[config.mk]
export PLATFORM = sky130hd
export DESIGN_NAME = pw_top
export DESIGN_NICKNAME = d
export VERILOG_FILES = /design/src/pkg/pw_pkg.sv /design/src/pkg/pw_if.sv /design/src/hdl/pw_prescaler.sv /design/src/hdl/pw_counter.sv /design/src/hdl/pw_top.sv
export VERILOG_INCLUDE_DIRS = /design/src /design/src/pkg
export SDC_FILE = /design/constraint.sdc
export NUM_CORES = 1
export LEC_CHECK = 0
export ABC_CLOCK_PERIOD_IN_PS = 6850
export BUFFER_PORTS_ARGS = -buffer_cell sky130_fd_sc_hd__buf_2
export CELL_PAD_IN_SITES_DETAIL_PLACEMENT = 2
export CELL_PAD_IN_SITES_GLOBAL_PLACEMENT = 2
export CORE_MARGIN = 1
export CORE_UTILIZATION = 34
export CTS_CLUSTER_SIZE = 8
export DETAILED_ROUTE_END_ITERATION = 16
export PLACE_DENSITY = 0.95
export SYNTH_ARGS = -nofsm -noshare
export SYNTH_HDL_FRONTEND = slang
export SYNTH_HIERARCHICAL = 1
export SYNTH_SLANG_ARGS = --single-unit
[constraint.sdc]
create_clock -name clock -period 6.85 [get_ports clock]
set_input_delay 0.685 -clock clock [delete_from_list [all_inputs] [get_ports clock]]
set_output_delay 0.685 -clock clock [all_outputs]
set_load 0.05 [all_outputs]
[src/pkg/pw_cfg.svh]
// Constants of the program runaway watchdog: register map, fields, reset values and ratios.
//=====================================================================
`ifndef PW_CFG_SVH
`define PW_CFG_SVH

//=====================================================================
// Register byte offsets.
`define PW_ADR_CONTROL     8'h00
`define PW_ADR_RESTART     8'h04
`define PW_ADR_PROTECT     8'h08
`define PW_ADR_MODE_ONE    8'h0C
`define PW_ADR_MODE_TWO    8'h10
`define PW_ADR_CLOCK_ONE   8'h14
`define PW_ADR_COUNT       8'h18
`define PW_ADR_IRQ_STATUS  8'h1C
`define PW_ADR_IRQ_MASK    8'h20

//=====================================================================
// Field positions.
`define PW_BIT_RATIO_SEL   7
`define PW_BIT_UNLOCK      1
`define PW_BIT_ACTION      2
`define PW_BIT_PROTECT     2
`define PW_BIT_CLOCK_STOP  0
`define PW_BIT_RUNNING     15
`define PW_BIT_EV_UNDER    0

//=====================================================================
// Counter, ratios and fixed priority.
`define PW_CNT_W           15
`define PW_CNT_ALL_ONES    15'h7FFF
`define PW_FULL_COUNT      32768
`define PW_DIV_MAIN_LOW    8'h10
`define PW_DIV_MAIN_HIGH   8'h80
`define PW_DIV_SUB         8'h02
`define PW_IRQ_IPL         3'h7
`define PW_EV_W            1

`endif

[src/pkg/pw_pkg.sv]
// Types shared by the program runaway watchdog modules.
package pw_pkg;

	// Which source advances the counter.
	typedef enum logic [1:0] {
		PW_SRC_MAIN = 2'b00,
		PW_SRC_SUB  = 2'b01,
		PW_SRC_RING = 2'b10
	} pw_src_e;

	typedef logic [14:0] pw_count_t;

endpackage

[src/pkg/pw_if.sv]
// Interface joining the watchdog control logic with its prescaler and counter.
`timescale 1ns/10ps
interface pw_if;
	logic           pre_run;
	pw_pkg::pw_src_e src;
	logic           ratio_high;
	logic           pre_tick;
	logic           cnt_tick;
	logic           cnt_reload;
	pw_pkg::pw_count_t count;
	logic           underflow;

	modport ctrl (output pre_run, output src, output ratio_high, input pre_tick,
		output cnt_tick, output cnt_reload, input count, input underflow);
	modport pre (input pre_run, input src, input ratio_high, output pre_tick);
	modport cnt (input cnt_tick, input cnt_reload, output count, output underflow);
endinterface

[src/hdl/pw_prescaler.sv]
// Prescaler dividing the CPU clock into counter ticks.
`timescale 1ns/10ps
`include "pw_cfg.svh"
module pw_prescaler (
	// Clock and reset
	input  wire logic clock,
	input  wire logic sys_rst,
	// Control side
	pw_if.pre         bus
);
	logic [7:0] div_reg;
	logic [7:0] ratio;

	always_comb begin
		unique case (bus.src)
			pw_pkg::PW_SRC_SUB:  ratio = `PW_DIV_SUB;
			default:             ratio = bus.ratio_high ? `PW_DIV_MAIN_HIGH : `PW_DIV_MAIN_LOW;
		endcase
	end

	// Only reset clears the divider; a restart leaves its phase alone.
	always_ff @(posedge clock or posedge sys_rst) begin
		if (sys_rst) begin
			div_reg <= 8'h00;
		end else if (bus.pre_run) begin
			if (div_reg >= ratio - 8'h01) begin
				div_reg <= 8'h00;
			end else begin
				div_reg <= div_reg + 8'h01;
			end
		end
	end

	assign bus.pre_tick = bus.pre_run && (div_reg >= ratio - 8'h01);
endmodule

[src/hdl/pw_counter.sv]
// Fifteen-bit watchdog down counter with reload and underflow pulse.
`timescale 1ns/10ps
`include "pw_cfg.svh"
module pw_counter (
	// Clock and reset
	input  wire logic clock,
	input  wire logic sys_rst,
	// Control side
	pw_if.cnt         bus
);
	pw_pkg::pw_count_t count_reg;

	always_ff @(posedge clock or posedge sys_rst) begin
		if (sys_rst) begin
			count_reg <= `PW_CNT_ALL_ONES;
		end else if (bus.cnt_reload) begin
			count_reg <= `PW_CNT_ALL_ONES;
		end else if (bus.cnt_tick) begin
			count_reg <= count_reg - 15'h0001;
		end
	end

	assign bus.count     = count_reg;
	assign bus.underflow = bus.cnt_tick && !bus.cnt_reload && (count_reg == 15'h0000);
endmodule

[src/hdl/pw_top.sv]
// Program runaway watchdog with Wishbone register access and interrupt logic.
//
// Decided for this implementation: the Wishbone register port and the address map.
`timescale 1ns/10ps
`include "pw_cfg.svh"
module pw_top (
	// Clock and reset
	input  wire logic        clock,
	input  wire logic        sys_rst,
	// Wishbone slave
	input  wire logic        wb_cyc_i,
	input  wire logic        wb_stb_i,
	input  wire logic        wb_we_i,
	input  wire logic [7:0]  wb_adr_i,
	input  wire logic [3:0]  wb_sel_i,
	input  wire logic [31:0] wb_dat_i,
	output logic      [31:0] wb_dat_o,
	output logic             wb_ack_o,
	// CPU clock and power state
	input  wire logic        sub_clock_sel,
	input  wire logic        stop_mode,
	input  wire logic        wait_mode,
	input  wire logic        hold_state,
	// Ring oscillator
	input  wire logic        ring_osc_pin,
	output logic             ring_osc_en,
	// Watchdog results
	output logic             wdt_irq_req,
	output logic      [2:0]  wdt_irq_ipl,
	output logic             wdt_reset_req,
	output logic             stop_mode_req,
	output logic             irq
);

	//=====================================================================
	// Submodules.

	pw_if link ();

	pw_prescaler u_pre (
		.clock   (clock),
		.sys_rst (sys_rst),
		.bus     (link)
	);

	pw_counter u_cnt (
		.clock   (clock),
		.sys_rst (sys_rst),
		.bus     (link)
	);

	//=====================================================================
	// Bus decode.

	logic access;
	logic wr;
	logic wr_low;

	assign access = wb_cyc_i && wb_stb_i && !wb_ack_o;
	assign wr     = access && wb_we_i;
	assign wr_low = wr && wb_sel_i[0];

	// Ack follows a request by one cycle, and a request still standing then is not taken twice.
	always_ff @(posedge clock or posedge sys_rst) begin
		if (sys_rst) begin
			wb_ack_o <= 1'b0;
		end else begin
			wb_ack_o <= access;
		end
	end

	//=====================================================================
	// Control registers.

	logic ratio_high_reg;
	logic unlock_reg;
	logic action_reset_reg;
	logic protect_reg;
	logic clock_stop_reg;
	logic running_reg;

	// Register bits live in byte lane zero; the mode registers also need the unlock bit.
	logic wr_control;
	logic wr_protect;
	logic wr_mode_one;
	logic wr_mode_two;
	logic wr_clock_one;
	logic wr_irq_status;
	logic wr_irq_mask;

	assign wr_control    = wr_low && (wb_adr_i == `PW_ADR_CONTROL);
	assign wr_protect    = wr_low && (wb_adr_i == `PW_ADR_PROTECT);
	assign wr_mode_one   = wr_low && unlock_reg && (wb_adr_i == `PW_ADR_MODE_ONE);
	assign wr_mode_two   = wr_low && unlock_reg && (wb_adr_i == `PW_ADR_MODE_TWO);
	assign wr_clock_one  = wr_low && (wb_adr_i == `PW_ADR_CLOCK_ONE);
	assign wr_irq_status = wr_low && (wb_adr_i == `PW_ADR_IRQ_STATUS);
	assign wr_irq_mask   = wr_low && (wb_adr_i == `PW_ADR_IRQ_MASK);

	always_ff @(posedge clock or posedge sys_rst) begin
		if (sys_rst) begin
			ratio_high_reg <= 1'b0;
		end else if (wr_control) begin
			ratio_high_reg <= wb_dat_i[`PW_BIT_RATIO_SEL];
		end
	end

	always_ff @(posedge clock or posedge sys_rst) begin
		if (sys_rst) begin
			unlock_reg <= 1'b0;
		end else if (wr_protect) begin
			unlock_reg <= wb_dat_i[`PW_BIT_UNLOCK];
		end
	end

	// The action bit only ever goes from interrupt to reset.
	always_ff @(posedge clock or posedge sys_rst) begin
		if (sys_rst) begin
			action_reset_reg <= 1'b0;
		end else if (wr_mode_one) begin
			action_reset_reg <= action_reset_reg | wb_dat_i[`PW_BIT_ACTION];
		end
	end

	always_ff @(posedge clock or posedge sys_rst) begin
		if (sys_rst) begin
			protect_reg <= 1'b0;
		end else if (wr_mode_two) begin
			protect_reg <= wb_dat_i[`PW_BIT_PROTECT];
		end
	end

	// With the ring oscillator guarding the count, stopping all clocks is refused.
	always_ff @(posedge clock or posedge sys_rst) begin
		if (sys_rst) begin
			clock_stop_reg <= 1'b0;
		end else if (protect_reg) begin
			clock_stop_reg <= 1'b0;
		end else if (wr_clock_one) begin
			clock_stop_reg <= wb_dat_i[`PW_BIT_CLOCK_STOP];
		end
	end

	//=====================================================================
	// Restart and run state.

	logic restart;

	assign restart = wr && wb_adr_i == `PW_ADR_RESTART;

	// Once started, only a system reset stops the count again.
	always_ff @(posedge clock or posedge sys_rst) begin
		if (sys_rst) begin
			running_reg <= 1'b0;
		end else if (restart) begin
			running_reg <= 1'b1;
		end
	end

	//=====================================================================
	// Ring oscillator sampling.

	logic ring_s1_reg;
	logic ring_s2_reg;
	logic ring_s3_reg;
	logic ring_rise;

	// The first stage may go metastable, so only the second and third stages feed logic.
	always_ff @(posedge clock or posedge sys_rst) begin
		if (sys_rst) begin
			ring_s1_reg <= 1'b0;
			ring_s2_reg <= 1'b0;
			ring_s3_reg <= 1'b0;
		end else begin
			ring_s1_reg <= ring_osc_pin;
			ring_s2_reg <= ring_s1_reg;
			ring_s3_reg <= ring_s2_reg;
		end
	end

	assign ring_rise = ring_s2_reg && !ring_s3_reg;

	// The oscillator runs only while the protect bit asks for it.
	always_ff @(posedge clock or posedge sys_rst) begin
		if (sys_rst) begin
			ring_osc_en <= 1'b0;
		end else begin
			ring_osc_en <= protect_reg;
		end
	end

	//=====================================================================
	// Count source selection and freezing.

	logic freeze;
	pw_pkg::pw_src_e src;

	always_comb begin
		if (protect_reg) begin
			src = pw_pkg::PW_SRC_RING;
		end else if (sub_clock_sel) begin
			src = pw_pkg::PW_SRC_SUB;
		end else begin
			src = pw_pkg::PW_SRC_MAIN;
		end
	end

	// Wait mode does not freeze the ring-driven count.
	assign freeze = stop_mode || hold_state || (wait_mode && !protect_reg);

	assign link.src        = src;
	assign link.ratio_high = ratio_high_reg;
	assign link.pre_run    = running_reg && !freeze && !protect_reg;
	assign link.cnt_reload = restart;
	assign link.cnt_tick   = running_reg && !freeze &&
		(protect_reg ? ring_rise : link.pre_tick);

	//=====================================================================
	// Underflow action.

	// The reset pulse asks the system reset logic for a software-equivalent reset.
	always_ff @(posedge clock or posedge sys_rst) begin
		if (sys_rst) begin
			wdt_reset_req <= 1'b0;
		end else begin
			wdt_reset_req <= link.underflow && action_reset_reg;
		end
	end

	// The request is a pulse; the sticky status bit keeps the event for software.
	always_ff @(posedge clock or posedge sys_rst) begin
		if (sys_rst) begin
			wdt_irq_req <= 1'b0;
		end else begin
			wdt_irq_req <= link.underflow && !action_reset_reg;
		end
	end

	// A fixed top level places this request above every maskable source.
	always_ff @(posedge clock or posedge sys_rst) begin
		if (sys_rst) begin
			wdt_irq_ipl <= 3'h0;
		end else if (link.underflow && !action_reset_reg) begin
			wdt_irq_ipl <= `PW_IRQ_IPL;
		end
	end

	always_ff @(posedge clock or posedge sys_rst) begin
		if (sys_rst) begin
			stop_mode_req <= 1'b0;
		end else begin
			stop_mode_req <= clock_stop_reg;
		end
	end

	//=====================================================================
	// Interrupt status and mask.

	logic [`PW_EV_W-1:0] status_reg;
	logic [`PW_EV_W-1:0] status_next;
	logic [`PW_EV_W-1:0] mask_reg;
	logic [`PW_EV_W-1:0] ev_set;
	logic [`PW_EV_W-1:0] ev_clr;

	assign ev_set = {link.underflow};
	assign ev_clr = wr_irq_status ?
		wb_dat_i[`PW_EV_W-1:0] : {`PW_EV_W{1'b0}};

	// A new event in the clearing cycle survives the clear.
	assign status_next = (status_reg & ~ev_clr) | ev_set;

	always_ff @(posedge clock or posedge sys_rst) begin
		if (sys_rst) begin
			status_reg <= {`PW_EV_W{1'b0}};
		end else begin
			status_reg <= status_next;
		end
	end

	// A masked event still sets its status bit, so unmasking later raises irq at once.
	always_ff @(posedge clock or posedge sys_rst) begin
		if (sys_rst) begin
			mask_reg <= {`PW_EV_W{1'b0}};
		end else if (wr_irq_mask) begin
			mask_reg <= wb_dat_i[`PW_EV_W-1:0];
		end
	end

	always_ff @(posedge clock or posedge sys_rst) begin
		if (sys_rst) begin
			irq <= 1'b0;
		end else begin
			irq <= |(status_next & mask_reg);
		end
	end

	//=====================================================================
	// Read data.

	logic [31:0] rd_data;

	// Unmapped offsets and unused bits read as zero.
	always_comb begin
		rd_data = 32'h0000_0000;
		unique case (wb_adr_i)
			`PW_ADR_CONTROL: begin
				rd_data[`PW_BIT_RATIO_SEL] = ratio_high_reg;
			end
			`PW_ADR_PROTECT: begin
				rd_data[`PW_BIT_UNLOCK] = unlock_reg;
			end
			`PW_ADR_MODE_ONE: begin
				rd_data[`PW_BIT_ACTION] = action_reset_reg;
			end
			`PW_ADR_MODE_TWO: begin
				rd_data[`PW_BIT_PROTECT] = protect_reg;
			end
			`PW_ADR_CLOCK_ONE: begin
				rd_data[`PW_BIT_CLOCK_STOP] = clock_stop_reg;
			end
			`PW_ADR_COUNT: begin
				rd_data[`PW_CNT_W-1:0]    = link.count;
				rd_data[`PW_BIT_RUNNING] = running_reg;
			end
			`PW_ADR_IRQ_STATUS: begin
				rd_data[`PW_EV_W-1:0] = status_reg;
			end
			`PW_ADR_IRQ_MASK: begin
				rd_data[`PW_EV_W-1:0] = mask_reg;
			end
			default: begin
				rd_data = 32'h0000_0000;
			end
		endcase
	end

	// Read data is captured once, in the cycle that raises ack, and then stands.
	always_ff @(posedge clock or posedge sys_rst) begin
		if (sys_rst) begin
			wb_dat_o <= 32'h0000_0000;
		end else if (access && !wb_we_i) begin
			wb_dat_o <= rd_data;
		end
	end

endmodule

==> impl_metrics.env <==
export IMPL_status="completed"
export IMPL_tns_ns=0
export IMPL_synth_most_common_cell="dfrtp_1"
export IMPL_min_period_over_period_pct=70.1
export IMPL_yosys_area_top_type="dfrtp_1"
export IMPL_switchingPower_w=0.000223
export IMPL_gp_congestion=0.769
export IMPL_fillers=904
export IMPL_clock_fmax_ghz=0.208
export IMPL_drt_iter0_drc=93
export IMPL_fin_crit_ns=4.80
export IMPL_grt_busiest_layer="met2"
export IMPL_crit_top_cell="nor2b_1"
export IMPL_met1_usage_pct=23.7
export IMPL_clkPwrFrac_pct=43.4
export IMPL_core_sq_um=8340
export IMPL_place_area_sq_um=3230
export IMPL_post_route_util_pct=41.3
export IMPL_synth_edf_count=0
export IMPL_cts_root_buf="clkbuf_8"
export IMPL_overflow=0
export IMPL_numCtsBuffers=9
export IMPL_grt_max_degree=29
export IMPL_power_density_nw_per_um2=232
export IMPL_seqPwrFrac_pct=44.8
export IMPL_num_rows=33
export IMPL_synthTopCellsByCount="dfrtp_1 (42), buf_4 (18), dfstp_2 (15), nand2_1 (15), nor2_1 (15)"
export IMPL_hp_class="input pin to asynchronous set/reset pin"
export IMPL_critPathArrivalTime_ns=5.05
export IMPL_start_util_pct=35.8
export IMPL_antenna_found_initial=0
export IMPL_nNetsFinal=382
export IMPL_tritoncts="built"
export IMPL_tightest_slew_ns=0.721
export IMPL_h_tree_depth=3
export IMPL_p_leak_nw=1.69
export IMPL_worstSetupStartpoint="protect_reg"
export IMPL_slew_headroom_pct=51.5
export IMPL_yosysUniqueCellTypes=60
export IMPL_cts_setup_buffers=0
export IMPL_boundaryPins=95
export IMPL_ant_nets=0
export IMPL_dp_hpwl_mm=6.06
export IMPL_multi_input_area_sq_um=1370
export IMPL_netlist_area_sq_um=2980
export IMPL_largest_reg_flops=16
export IMPL_power_frac_comb_pct=11.7
export IMPL_path_clk_slew_ns=0.07
export IMPL_grt_pass1_vias=2508
export IMPL_drive_above_1_share_pct=31.8
export IMPL_wire_per_inst_microns=19.8
export IMPL_fin_skew_ns=0.00995
export IMPL_setup_worst_path_end_class="register"
export IMPL_drv_cap=0
export IMPL_vias=2311
export IMPL_synth_avg_cell_area_sq_um=10.9
export IMPL_yosysTopAreaCellShare_pct=35.2
export IMPL_met2_usage_pct=35.1
export IMPL_cts_num_sinks=57
export IMPL_r2r_start="protect_reg"
export IMPL_rrSetupSlack_ns=2.05
export IMPL_drt_wl_total_mm=8.54
export IMPL_max_stage_delay_ns=0.56
export IMPL_ys_ff_latch=57
export IMPL_slew_violations=0
export IMPL_die_h_microns=95.7
export IMPL_crit_fanout=9
export IMPL_rsz0062_at_grt="false"
export IMPL_cp_required_ns=7.10
export IMPL_worstPathBufferInverterCount=0
export IMPL_switching_share_pct=28.0
export IMPL_clock_path_buffers=2
export IMPL_regArea_sq_um=1450
export IMPL_yosysWarnings=6
export IMPL_synthFlopType="dfrtp_1"
export IMPL_finalHoldViolations=0
export IMPL_crit_slowest_cell="dfrtp_1"
export IMPL_insertion_delay_ns=0.34
export IMPL_worst_path_dominant_cell_family="simple AND/OR/NAND/NOR gates"
export IMPL_fin_area_sq_um=3440
export IMPL_dr_pass1_iters=4
export IMPL_grt_usage_pct=19.9
export IMPL_hold_buffers=0
export IMPL_die_width_microns=95.7
export IMPL_port_buffers=47
export IMPL_vdd_drop_max_uv=108
export IMPL_crit_path_start_kind="register"
export IMPL_async_reset_ff_share_pct=100
export IMPL_grt_pass1_wl_mm=13.4
export IMPL_viasPerCell=5.35
export IMPL_diodes=0
export IMPL_setup_violations_final=0
export IMPL_die_area_sq_um=9160
export IMPL_syn_to_final_growth_pct=15.4
export IMPL_drc_errors=0
export IMPL_use_met3_pct=4.55
export IMPL_yosysSeqAreaShare_pct=48.4
export IMPL_synth_cells=273
export IMPL_internal_power_w=0.000574
export IMPL_crit_type="register to register"
export IMPL_synth_area_top_cells="dfrtp_1 (35%), dfstp_2 (13%), buf_4 (4.5%)"
export IMPL_ctsResizeCount=0
export IMPL_worstPathCellList="nor2b_1 > nor2b_1 > nand2b_1 > ha_1 > and3_2 > o211ai_1 > o21ai_2 > and2_1 > a21oi_1 > nor2_1 > nand2_1 > or4_4 > nor4_1 > nor3_1 > and3_1 > nor3b_1"
final timing paths:
kind                       depth (start not counted)              to
setup / recovery                                  16             irq
hold / removal                                     2     wb_dat_o[6]
setup reg to reg                                  16             irq
hold reg to reg                                    0     ring_s2_reg
max in group asynchronous                          3  clock_stop_reg
min in group clock                                 0     ring_s2_reg
power by group through the flow:
stage	clock network [W]	logic, W	registers, W
floorplan	0	0.0000638	0.000370
global placement	0	0.0000876	0.000362
detailed placement	0	0.0000930	0.000363
CTS	0.000352	0.0000939	0.000358
global route	0.000368	0.000101	0.000359
finish	0.000347	0.0000936	0.000358
layer usage:
layer / wire length, microns / part of all wire (%)
met2: 4460 / 52
met1: 3750 / 44
met5: 0 / 0
met4: 61 / 0.71
met3: 270 / 3.2
metrics by stage:
step	hold slack [ns]	cells	power, W	setup slack (ns)
floorplan	0.331	288	0.000433	2.86
global placement	0.334	416	0.000450	2.08
detailed placement	0.348	416	0.000456	1.80
CTS	0.310	432	0.000803	2.03
global route	0.307	432	0.000828	1.67
finish	0.314	432	0.000798	2.05
area by class of cell:
type | count | area share, %
Clock buffer | 10 | 3.71
Clock inverter | 6 | 2.40
Inverter | 10 | 1.09
Multi-Input combinational cell | 195 | 39.8
Sequential cell | 57 | 42.0
Tap cell | 105 | 3.81
Timing Repair Buffer | 49 | 7.26
kinds of logic (layout without fill, tap and decap cells):
logic type,Yosys count,after routing,synth area share (%)
compound gates,41,41,11.1
xor+xnor,14,14,4.11
fa+ha+maj,6,6,2.52
buf+inv,36,75,7.55
flops,57,57,48.4
mux,6,6,2.31
other cells,2,17,0.252
simple gates,111,111,23.7
layout by cell type (no fill, tap or decap), drive strengths merged, types with 5 or more instances in the layout:
cell / Yosys / final
conb: 2 / 17
o21ai: 7 / 7
xnor2: 10 / 10
nand3: 7 / 7
and3: 5 / 5
buf: 23 / 49
inv: 10 / 10
dfstp: 15 / 15
a21oi: 8 / 8
nand4: 7 / 7
nor3: 12 / 12
clkbuf: 3 / 10
dfrtp: 42 / 42
nand2: 15 / 15
ha: 6 / 6
nor2: 15 / 15
nor4: 7 / 7
nand2b: 14 / 14
or3b: 5 / 5
a22o: 13 / 13
worst reg2reg max path, stage by stage (launching register included):
cell and delay [ns]:
dfrtp_1 0.56, nor2b_1 0.10, nor2b_1 0.19, nand2b_1 0.26
ha_1 0.34, and3_2 0.23, o211ai_1 0.17, o21ai_2 0.42
and2_1 0.20, a21oi_1 0.07, nor2_1 0.33, nand2_1 0.25
or4_4 0.49, nor4_1 0.52, nor3_1 0.13, and3_1 0.23
nor3b_1 0.21
No activity file was read; power rests on OpenSTA's default activity.
